==> src/ddc_bind_consts.svh <==
// Named offsets, field positions and reset values of the preset and
// channel binding registers. Definitions only.
`ifndef DDC_BIND_CONSTS_SVH
`define DDC_BIND_CONSTS_SVH

// Register offsets, as seen on the plain register port
`define OFS_PRESET_SEL 12'h215
`define OFS_ROUTING 12'h216
`define OFS_REF_DIV 12'h217

// Reset values
`define RST_PRESET_SEL 8'h00
`define RST_ROUTING 8'h02
`define RST_REF_DIV 16'h0000
`define RST_RDATA 16'h0000
`define RST_PRESET 2'h0

// Field positions in the preset select register
`define SEL_FIRST_LSB 0
`define SEL_FIRST_MSB 1
`define SEL_SECOND_LSB 2
`define SEL_SECOND_MSB 3

// Field positions in the routing register
`define ROUTE_FOR_A_BIT 0
`define ROUTE_FOR_B_BIT 1

// Register widths
`define PRESET_SEL_W 8
`define ROUTING_W 8
`define REF_DIV_W 16

`endif

==> src/ddc_bind_pkg.sv <==
// Types shared by the preset and channel binding logic.
// Assumes the constants header is included by the files that need it.
package ddc_bind_pkg;

  typedef logic [11:0] reg_addr_t;
  typedef logic [15:0] reg_data_t;
  typedef logic [1:0] preset_t;

  // One access on the plain register port
  typedef struct packed {
    reg_addr_t addr;
    reg_data_t wdata;
    logic wr;
    logic rd;
  } reg_req_t;

  // Preset source selection, in encoding order 0..3
  typedef enum logic [1:0] {
    MODE_REG_BOTH,
    MODE_PINS_SPLIT,
    MODE_PINS_FIRST_BOTH,
    MODE_RESERVED
  } preset_mode_t;

  typedef struct packed {
    preset_t first;
    preset_t second;
  } preset_pair_t;

  // Digital channel steering and power state
  typedef struct packed {
    logic a_from_conv_b;
    logic b_from_conv_b;
    logic a_powered_down;
    logic b_powered_down;
  } channel_ctl_t;

endpackage

==> src/pin_sync3.sv <==
// Three-stage synchroniser for asynchronous pin groups.
// Assumes the inputs may change at any time relative to clk.
`timescale 1ns/1ps

module pin_sync3 #(
  parameter int W = 4
) (
  input wire logic clk,
  input wire logic rstn,
  input wire logic [W-1:0] pin_raw,
  output logic [W-1:0] pin_stable
);

  typedef struct packed {
    logic [W-1:0] s1;
    logic [W-1:0] s2;
    logic [W-1:0] s3;
    logic [W-1:0] stable;
  } sync_state_t;

  sync_state_t q;
  sync_state_t d;

  always_comb
  begin
    d = q;
    d.s1 = pin_raw;
    d.s2 = q.s1;
    d.s3 = q.s2;
    // Accept a new level only once two later stages agree
    if (q.s2 == q.s3)
    begin
      d.stable = q.s3;
    end
  end

  always_ff @(posedge clk or negedge rstn)
  begin
    if (!rstn)
    begin
      q <= '0;
    end
    else
    begin
      q <= d;
    end
  end

  assign pin_stable = q.stable;

endmodule

==> src/preset_resolve.sv <==
// Chooses the active oscillator preset of each down-converter.
// Assumes synchronised pins and register fields on the same clock.
`timescale 1ns/1ps

module preset_resolve (
  input wire ddc_bind_pkg::preset_mode_t mode,
  input wire logic single_channel_mode,
  input wire ddc_bind_pkg::preset_pair_t reg_sel,
  input wire ddc_bind_pkg::preset_pair_t pin_sel,
  input wire ddc_bind_pkg::preset_pair_t held,
  output ddc_bind_pkg::preset_pair_t active
);

  ddc_bind_pkg::preset_pair_t pick;

  always_comb
  begin
    pick = held;
    unique case (mode)
      ddc_bind_pkg::MODE_REG_BOTH:
      begin
        pick.first = reg_sel.first;
        pick.second = reg_sel.second;
      end
      ddc_bind_pkg::MODE_PINS_SPLIT:
      begin
        pick.first = pin_sel.first;
        pick.second = pin_sel.second;
      end
      ddc_bind_pkg::MODE_PINS_FIRST_BOTH:
      begin
        pick.first = pin_sel.first;
        pick.second = pin_sel.first;
      end
      ddc_bind_pkg::MODE_RESERVED:
      begin
        pick = held;
      end
    endcase
    if (single_channel_mode)
    begin
      pick.second = pick.first;
    end
    active = pick;
  end

endmodule

==> src/ddc_preset_and_channel_binding.sv <==
// Preset select, digital channel routing and oscillator reference
// divisor registers, with the steering they apply to the datapath.
// Assumes a plain register port on clk; mode, single channel and
// power-down levels come from logic on clk, preset pins from outside.
`timescale 1ns/1ps
`include "ddc_bind_consts.svh"

module ddc_preset_and_channel_binding (
  input wire logic clk,
  input wire logic rstn,
  input wire ddc_bind_pkg::reg_req_t bus_req,
  output ddc_bind_pkg::reg_data_t bus_rdata,
  input wire ddc_bind_pkg::preset_mode_t preset_source_mode,
  input wire logic single_channel_mode,
  input wire logic power_down_converter_a,
  input wire logic power_down_converter_b,
  input wire logic [1:0] preset_pins_first,
  input wire logic [1:0] preset_pins_second,
  output ddc_bind_pkg::preset_pair_t active_preset,
  output ddc_bind_pkg::channel_ctl_t channel_ctl,
  output logic [`REF_DIV_W-1:0] ref_divisor,
  output logic ref_divisor_enable
);

  typedef struct packed {
    logic [`PRESET_SEL_W-1:0] preset_sel;
    logic [`ROUTING_W-1:0] routing;
    logic [`REF_DIV_W-1:0] ref_div;
    ddc_bind_pkg::reg_data_t rdata;
    ddc_bind_pkg::preset_pair_t active;
    ddc_bind_pkg::channel_ctl_t chan;
    logic [`REF_DIV_W-1:0] div_out;
    logic div_en;
  } state_t;

  state_t q;
  state_t d;

  logic [3:0] pins_stable;
  ddc_bind_pkg::preset_pair_t pin_sel;
  ddc_bind_pkg::preset_pair_t reg_sel;
  ddc_bind_pkg::preset_pair_t resolved;

  // Address match on the register port
  function automatic logic hit(
    input ddc_bind_pkg::reg_addr_t addr,
    input ddc_bind_pkg::reg_addr_t ofs
  );
    hit = (addr == ofs);
  endfunction

  // Power state of the converter a digital channel is bound to
  function automatic logic bound_pd(
    input logic from_conv_b,
    input logic pd_a,
    input logic pd_b
  );
    bound_pd = from_conv_b ? pd_b : pd_a;
  endfunction

  // Read value of a register, narrow data in the low bits
  function automatic ddc_bind_pkg::reg_data_t readback(
    input ddc_bind_pkg::reg_addr_t addr,
    input state_t s
  );
    readback = `RST_RDATA;
    if (hit(addr, `OFS_PRESET_SEL))
    begin
      readback[`PRESET_SEL_W-1:0] = s.preset_sel;
    end
    else if (hit(addr, `OFS_ROUTING))
    begin
      readback[`ROUTING_W-1:0] = s.routing;
    end
    else if (hit(addr, `OFS_REF_DIV))
    begin
      readback = s.ref_div;
    end
  endfunction

  pin_sync3 #(
    .W(4)
  ) u_pin_sync (
    .clk(clk),
    .rstn(rstn),
    .pin_raw({preset_pins_first, preset_pins_second}),
    .pin_stable(pins_stable)
  );

  assign pin_sel.first = pins_stable[3:2];
  assign pin_sel.second = pins_stable[1:0];

  assign reg_sel.first =
    q.preset_sel[`SEL_FIRST_MSB:`SEL_FIRST_LSB];
  assign reg_sel.second =
    q.preset_sel[`SEL_SECOND_MSB:`SEL_SECOND_LSB];

  preset_resolve u_preset_resolve (
    .mode(preset_source_mode),
    .single_channel_mode(single_channel_mode),
    .reg_sel(reg_sel),
    .pin_sel(pin_sel),
    .held(q.active),
    .active(resolved)
  );

  always_comb
  begin
    d = q;

    // Register writes; unmapped addresses are ignored
    if (bus_req.wr)
    begin
      if (hit(bus_req.addr, `OFS_PRESET_SEL))
      begin
        d.preset_sel = bus_req.wdata[`PRESET_SEL_W-1:0];
      end
      if (hit(bus_req.addr, `OFS_ROUTING))
      begin
        d.routing = bus_req.wdata[`ROUTING_W-1:0];
      end
      if (hit(bus_req.addr, `OFS_REF_DIV))
      begin
        d.ref_div = bus_req.wdata;
      end
    end

    // Read data stands only in the cycle after the strobe
    if (bus_req.rd)
    begin
      d.rdata = readback(bus_req.addr, q);
    end
    else
    begin
      d.rdata = `RST_RDATA;
    end

    // Datapath settings come from stored values, never the raw bus
    // Registered datapath update
    d.active = resolved;

    d.chan.a_from_conv_b = q.routing[`ROUTE_FOR_A_BIT];
    d.chan.b_from_conv_b = q.routing[`ROUTE_FOR_B_BIT];

    d.chan.a_powered_down = bound_pd(q.routing[`ROUTE_FOR_A_BIT],
      power_down_converter_a, power_down_converter_b);
    d.chan.b_powered_down = bound_pd(q.routing[`ROUTE_FOR_B_BIT],
      power_down_converter_a, power_down_converter_b);

    d.div_out = q.ref_div;
    d.div_en = (q.ref_div != `RST_REF_DIV);
  end

  always_ff @(posedge clk or negedge rstn)
  begin
    if (!rstn)
    begin
      q.preset_sel <= `RST_PRESET_SEL;
      q.routing <= `RST_ROUTING;
      q.ref_div <= `RST_REF_DIV;
      q.rdata <= `RST_RDATA;
      q.active.first <= `RST_PRESET;
      q.active.second <= `RST_PRESET;
      q.chan.a_from_conv_b <= 1'h0;
      q.chan.b_from_conv_b <= 1'h1;
      q.chan.a_powered_down <= 1'h0;
      q.chan.b_powered_down <= 1'h0;
      q.div_out <= `RST_REF_DIV;
      q.div_en <= 1'h0;
    end
    else
    begin
      q <= d;
    end
  end

  assign bus_rdata = q.rdata;
  assign active_preset = q.active;
  assign channel_ctl = q.chan;
  assign ref_divisor = q.div_out;
  assign ref_divisor_enable = q.div_en;

endmodule

==> config.mk <==
export PLATFORM = sky130hd
export DESIGN_NAME = ddc_preset_and_channel_binding
export DESIGN_NICKNAME = d
export VERILOG_FILES = /design/src/ddc_bind_pkg.sv /design/src/pin_sync3.sv /design/src/preset_resolve.sv /design/src/ddc_preset_and_channel_binding.sv
export VERILOG_INCLUDE_DIRS = /design/src /design/src/src
export SDC_FILE = /design/constraint.sdc
export NUM_CORES = 1
export LEC_CHECK = 0
export BUFFER_PORTS_ARGS = -buffer_cell sky130_fd_sc_hd__buf_2
export CAP_MARGIN = 30
export CORE_MARGIN = 5
export CORE_UTILIZATION = 57
export CTS_CLUSTER_DIAMETER = 80
export CTS_CLUSTER_SIZE = 30
export DETAILED_ROUTE_END_ITERATION = 8
export GPL_ROUTABILITY_DRIVEN = 0
export GPL_TIMING_DRIVEN = 0
export PLACE_DENSITY = 0.86
export SETUP_SLACK_MARGIN = 0.2
export SYNTH_ARGS = -nofsm -noshare
export SYNTH_HDL_FRONTEND = slang
export SYNTH_SLANG_ARGS = --single-unit
==> constraint.sdc <==
create_clock -name clk -period 3.73 [get_ports clk]
set_input_delay 0.1865 -clock clk [delete_from_list [all_inputs] [get_ports clk]]
set_output_delay 0.1865 -clock clk [all_outputs]
set_load 0.01 [all_outputs]
==> results by group, run 1 <==
Die
  – Core Region: 6277 µm²
  – # rows: 29
  – Initial Utilization: 57.70%
  – I/O Pins: 82
  – Die Wd: 89.72 µm
  – DIE HEIGHT: 89.72 µm
  – Die Area: 8049 µm²

Worst hold path
  – Worst min path class: in -> reg
  – Hold Path Sink: d[9]$_DFFE_PN0P_
  – Hold path depth: 2
  – Hold Crit Start: bus_req[10]

Outcome
  – Status: completed

Yosys
  – Main synth FF type: dfrtp_1
  – Syn Area/Cell: 14.91 µm²
  – Most frequent cells after synthesis: dfrtp_1 (87), buf_4 (40), mux2_2 (30), mux2_4 (10)
  – Sequential cell area fraction in the yosys report: 61.55%
  – Syn Nets: 284
  – Synth area leaders: dfrtp_1 (60%), mux2_2 (9.3%), buf_4 (8.3%)
  – Count leader, synth: dfrtp_1
  – Ys Warns: 0
  – Synth Register Bits: 89
  – FFs w/ async S/R, synth: 100.0%
  – Post-synth EDFFs: 0
  – Synth cell types: 28
  – Cell taking the most area after synthesis: dfrtp_1
  – Mapped Area: 3622 µm²
  – Post-Synthesis Cells: 243
  – Synth top area share: 60.10%

Global route
  – First-pass GRT wire length: 11.72 mm
  – Largest net degree at the start of global routing: 78
  – Grt ovf: 0
  – Total global-route track usage: 18.46%
  – Initial antenna violation count: 0
  – Vias in the first global route: 2378

Worst setup path
  – Crit start category: input pin
  – CP max-delay cell: or4b_1
  – Crit path cell chain: buf_2 -> or4b_1 -> clkbuf_1 -> or4_4 -> buf_6 -> buf_12 -> mux2_4
  – Worst-path maximum fanout: 10
  – Critical path data arrival time: 2.06 ns
  – R2R cell count: 2
  – Setup slack, reg-to-reg: 2.41 ns
  – CP Launch Point: bus_req[25]
  – Worst path max stage delay: 0.50 ns
  – Reg-to-Reg Start: u_pin_sync.pin_stable[2]$_DFFE_PN0N_
  – Buf+Inv Stages, Crit Path: 4
  – Worst Path Required: 3.97 ns
  – Delay-heaviest family, CP: simple AND/OR/NAND/NOR gates
  – RR Endpoint: active_preset[0]$_DFFE_PN0P_
  – CP endpoint kind: flip-flop
  – Critical path class: in -> reg

Drt
  – DRT Pass-1 Iters: 4
  – DRT iter0 DRCs: 125
  – Via count: 2183
  – Vias per Instance: 5.149
  – DRC violations left: 0
  – Routed Antenna Nets: 0
  – Total wire length: 6.972 mm
  – WL per Instance: 16.44 µm

STA
  – FMAX: 0.5490 GHz
  – Clock Skew: 0.01120 ns
  – Pins Over Slew Limit: 0
  – Fin. Hold Viols: 0
  – Worst slew pin tran: 0.5867 ns
  – Tcrit/Tclk final: 48.84%
  – Min Tclk post-route: 1.822 ns
  – Slew margin rel.: 60.89%
  – RSZ-0062 raised after global routing: no
  – Final setup fails: 0
  – Setup TNS: 0 ns

Clock tree
  – Clk root buf: clkbuf_8
  – Longest Clk Path Bufs: 2
  – Clk Latency, worst-skew pair: 0.35 ns
  – Post-CTS setup buffers: 0
  – CTS HTree Levels: 3
  – CTS buffer count: 9
  – Clk pin slew, worst setup/hold paths: 0.09 ns
  – CTS tree: yes
  – Clock sinks: 89

Place
  – Placed insts: 402
  – Hpwl dp: 4.956 mm
  – Port Buffers: 80

Pwr
  – VDD IR-drop max: 0.2732 mV
  – Power per cell area: 445.0 nW/µm²
  – LEAKAGE: 2.442 nW

Cells and area
  – FILL cells: 412
  – Final #Nets: 384
  – Final Util: 70.88%
  – Layout cell share with drive strength beyond 1: 56.48%
  – Finished Layout Cells: 424
  – Area Overhead vs Synth: 22.83%
  – N_diodes: 0

Run
  – Max cap viols: 0
[sequential cells by signal (all words and copies together), names as in the netlist]
| register | cells |
|---|---|
| active_preset | 4 |
| bus_rdata | 16 |
| channel_ctl | 4 |
| d | 18 |
| q | 14 |
| ref_divisor | 16 |
| ref_divisor_enable | 1 |
| u_pin_sync.d | 8 |
| u_pin_sync.pin_stable | 4 |
| u_pin_sync.q | 4 |
[area by class of cell]
cell class | count | area (µm²) | share of cell area, %
Inverter | 1 | 3.754 | 0.08436
Clock inverter | 5 | 105.1 | 2.362
Sequential cell | 89 | 2230 | 50.11
Timing Repair Buffer | 89 | 498.0 | 11.19
Buffer | 49 | 360.3 | 8.099
Tap cell | 77 | 96.34 | 2.165
Clock buffer | 10 | 127.6 | 2.868
Multi-Input combinational cell | 104 | 1028 | 23.12
[cell families (layout without fill, tap and decap cells)]
kind of cell	count (synthesis)	count (layout)	synth area share [%]
flip-flops	89	89	61.55
XOR/XNOR	4	4	0.9671
buffers and inverters	50	154	10.05
AND/OR/NAND/NOR	36	36	6.908
multiplexers	48	48	16.37
AO/OA/AOI/OAI	16	16	4.145
[stage by stage]
step,hold WS (ns),worst slack [ns],power [mW],area (µm²)
global placement,0.2945,1.357,1.215,4119
detailed placement,0.05303,1.309,1.236,4154
CTS,0.04486,1.674,1.997,4437
global route,0.03776,1.857,2.067,4449
floorplan,-0.1091,1.694,1.146,3622
finish,0.06326,1.908,1.980,4449
[routing by layer]
metal / share of wire (%) / track usage, % / vias to the layer above / routed length [µm]
met5: 0 / 0 / - / 0
met2: 52 / 30.55 / 72 / 3655
li1: - / - / 1018 / -
met4: 2.7 / 10.20 / 0 / 191
met3: 4.9 / 3.255 / 14 / 339
met1: 40 / 22.89 / 1079 / 2785
[how the worst max path moves through the flow]
stage,depth (start not counted),end
floorplan,6,d[10]$_DFFE_PN0P_
global placement,5,q[66]$_DFFE_PN0P_
detailed placement,5,q[68]$_DFFE_PN0P_
CTS,5,q[68]$_DFFE_PN0P_
global route,6,bus_rdata[5]$_DFF_PN0_
finish,7,d[7]$_DFFE_PN0P_
[power by group]
group / internal, mW / total [mW] / switching, mW / leakage, nW
Sequential: 1.01 / 1.04 / 0.0298 / 1.19
Clock: 0.441 / 0.758 / 0.317 / 0.109
Combinational: 0.103 / 0.185 / 0.0823 / 1.14
Total: 1.55 / 1.98 / 0.429 / 2.44
[what timing repair did]
item	CTS	global route
hold buffers	5	0
endpoints found under the setup margin	0	0
gates resized for setup	0	0
hold endpoints to repair	16	0
[layout by cell type (no fill, tap or decap), types with 3 or more instances in the layout]
master	n
or2_2	8
o2111a_1	8
buf_4	41
mux2_2	30
dfrtp_1	87
bufinv_16	3
dlygate4sd3_1	5
xnor2_1	4
nor4_1	5
clkbuf_1	6
mux2_4	10
clkbuf_8	9
mux2i_1	6
and2_1	8
buf_2	83
a21o_1	8
No activity file was read; power rests on OpenSTA's default activity.
==> run 2, diff against run 1 <==
--- a/config.mk
+++ b/config.mk
@@ -9,13 +9,13 @@
 export BUFFER_PORTS_ARGS = -buffer_cell sky130_fd_sc_hd__buf_2
 export CAP_MARGIN = 30
 export CORE_MARGIN = 5
-export CORE_UTILIZATION = 57
+export CORE_UTILIZATION = 48
 export CTS_CLUSTER_DIAMETER = 80
 export CTS_CLUSTER_SIZE = 30
 export DETAILED_ROUTE_END_ITERATION = 8
 export GPL_ROUTABILITY_DRIVEN = 0
 export GPL_TIMING_DRIVEN = 0
-export PLACE_DENSITY = 0.86
+export PLACE_DENSITY = 0.77
 export SETUP_SLACK_MARGIN = 0.2
 export SYNTH_ARGS = -nofsm -noshare
 export SYNTH_HDL_FRONTEND = slang
==> constraint.sdc (replaced) <==
create_clock -name clk -period 1.45 [get_ports clk]
set_input_delay 0.0725 -clock clk [delete_from_list [all_inputs] [get_ports clk]]
set_output_delay 0.0725 -clock clk [all_outputs]
set_load 0.01 [all_outputs]
==> run 2 against run 1 <==
Effect of this change:
- the run now ends with negative setup slack left
- clock power grew 120%
- non-clock buffer count grew 32
- core utilization shrank 3.4 points
- sequential share of layout area shrank 4.8 points
- global-route usage shrank 3.1 points
- largest power group unchanged
==> results by group, run 2 (synthesized netlist as in run 1, its figures left out) <==
Clock tree
  – CTS tree: yes
  – CTS HTree Levels: 3
  – Longest Clk Path Bufs: 2
  – Clk Latency, worst-skew pair: 0.35 ns
  – Clk pin slew, worst setup/hold paths: 0.09 ns
  – Clk root buf: clkbuf_8
  – CTS buffer count: 9
  – Clock sinks: 89

Drt
  – DRT Pass-1 Iters: 4
  – Total wire length: 7.120 mm
  – DRT iter0 DRCs: 51
  – DRC violations left: 0
  – Vias per Instance: 4.745
  – Via count: 2268
  – Routed Antenna Nets: 0
  – WL per Instance: 14.90 µm

Cells and area
  – Area Overhead vs Synth: 35.89%
  – Most frequent cells in the layout: dfrtp_1 (87), buf_2 (77), buf_4 (52), mux2_4 (24), dlygate4sd3_1 (24)
  – Layout cell share with drive strength beyond 1: 58.31%
  – Final #Nets: 416
  – Most common cell after layout, fill and taps aside: dfrtp_1
  – N_diodes: 0
  – Largest register FFs: 18
  – Non-Filler Cell Area, Final: 4922 µm²

Worst setup path
  – CP endpoint kind: flip-flop
  – Buf+Inv Stages, Crit Path: 4
  – Worst path max stage delay: 0.52 ns
  – Crit path cell chain: buf_6 -> or4b_4 -> buf_6 -> or4_4 -> buf_8 -> buf_16 -> mux2_4
  – Delay-heaviest family, CP: simple AND/OR/NAND/NOR gates
  – Crit start category: input pin
  – CP max-delay cell: or4b_4
  – Critical path class: in -> reg
  – Crit path top cell by count: buf_6
  – Worst-path maximum fanout: 5
  – Critical path data arrival time: 1.90 ns
  – Worst Path Required: 1.69 ns

Global route
  – Largest net degree at the start of global routing: 57
  – Total global-route track usage: 15.37%
  – First-pass GRT wire length: 11.56 mm
  – Grt ovf: 0
  – Initial antenna violation count: 0
  – Vias in the first global route: 2358

STA
  – Pins Over Slew Limit: 0
  – FMAX: 0.6024 GHz
  – Slew margin rel.: 62.83%
  – Setup TNS: -5.531 ns
  – RSZ-0062 raised after global routing: yes
  – Min Tclk post-route: 1.660 ns
  – Tcrit/Tclk final: 114.5%
  – Fin. Hold Viols: 0
  – Final setup fails: 40
  – Worst slew pin tran: 0.5575 ns
  – Clock Skew: 0.008354 ns
  – Worst setup margin: -0.2101 ns

Pwr
  – LEAKAGE: 2.681 nW
  – Power per cell area: 1013 nW/µm²
  – VDD IR-drop max: 0.3966 mV

Outcome
  – Failing checks: negative setup slack
  – Status: finished with violations

Place
  – DP Area: 4213 µm²
  – Port Buffers: 80
  – Hpwl dp: 4.660 mm

Die
  – Initial Utilization: 49.67%
  – # rows: 31
  – Die Area: 9384 µm²
  – Die Wd: 96.87 µm
  – Core Region: 7292 µm²
  – I/O Pins: 82
  – DIE HEIGHT: 96.87 µm

Run
  – Max cap viols: 0

Worst hold path
  – Worst min path class: in -> reg
[run 2: final cells by class]
cell class                      count  area [µm²]
Multi-Input combinational cell    104        1132
Clock buffer                       12       155.1
Clock inverter                      3       40.04
Inverter                            1       3.754
Tap cell                           99       123.9
Timing Repair Buffer              121       838.3
Sequential cell                    89        2230
Buffer                             49       399.1
Fill cell                         548        2370
[run 2: worst paths after layout]
| check | slack, ns | cells past startpoint | end | startpoint |
|---|---|---|---|---|
| max in group asynchronous | 0.58 | 3 | channel_ctl[2]$_DFF_PN1_ | rstn |
| hold / removal | 0.03 | 2 | active_preset[3]$_DFF_PN0_ | preset_source_mode[1] |
| setup reg to reg | 0.10 | 3 | u_pin_sync.pin_stable[2]$_DFFE_PN0N_ | u_pin_sync.q[5]$_DFF_PN0_ |
| setup / recovery | -0.21 | 7 | d[12]$_DFFE_PN0P_ | bus_req[28] |
| min in group asynchronous | 0.20 | 2 | ref_divisor[9]$_DFF_PN0_ | rstn |
| hold reg to reg | 0.35 | 0 | u_pin_sync.d[7]$_DFF_PN0_ | u_pin_sync.d[11]$_DFF_PN0_ |
[run 2: metal layers]
layer	up-vias	GRT usage (%)	wire length, µm
li1	1077	-	-
met1	1099	20.74	3171
met2	77	23.25	3407
met3	15	3.813	399
met4	0	7.451	141
met5	-	0	0
[run 2: per-stage QoR]
step	cells	hold WS [ns]	util, %	worst slack [ns]	total power, mW
final	478	0.03043	67.50	-0.2101	4.987
after global placement	422	0.1807	57.22	-0.8005	3.132
after floorplan	243	-0.2231	-	-0.4688	2.951
after detailed placement	425	0.05511	57.77	-0.8333	3.163
after CTS	471	0.0007350	65.70	-0.2198	4.908
after global routing	478	0.03602	67.50	-0.2125	5.205
[run 2: report_power, final]
group	switching, mW	internal (mW)
clock	0.817	0.877
sequential	0.0619	2.59
combinational	0.245	0.397
[run 2: timing repair]
action	4_1_cts	5_1_grt
endpoints found under the hold margin	69	1
hold buffers	23	1
pin swaps	6	5
cloned	1	0
buffers inserted	7	6
gates resized for setup	19	21
endpoints found under the setup margin	49	53
[run 2: worst reg2reg max path: cells and delay by family (launching register included)]
family,cells,cell delay (ns)
and+or+nand+nor,1,0.28
muxes,1,0.39
xor gates and xnor gates,1,0.16
DFF,1,0.40
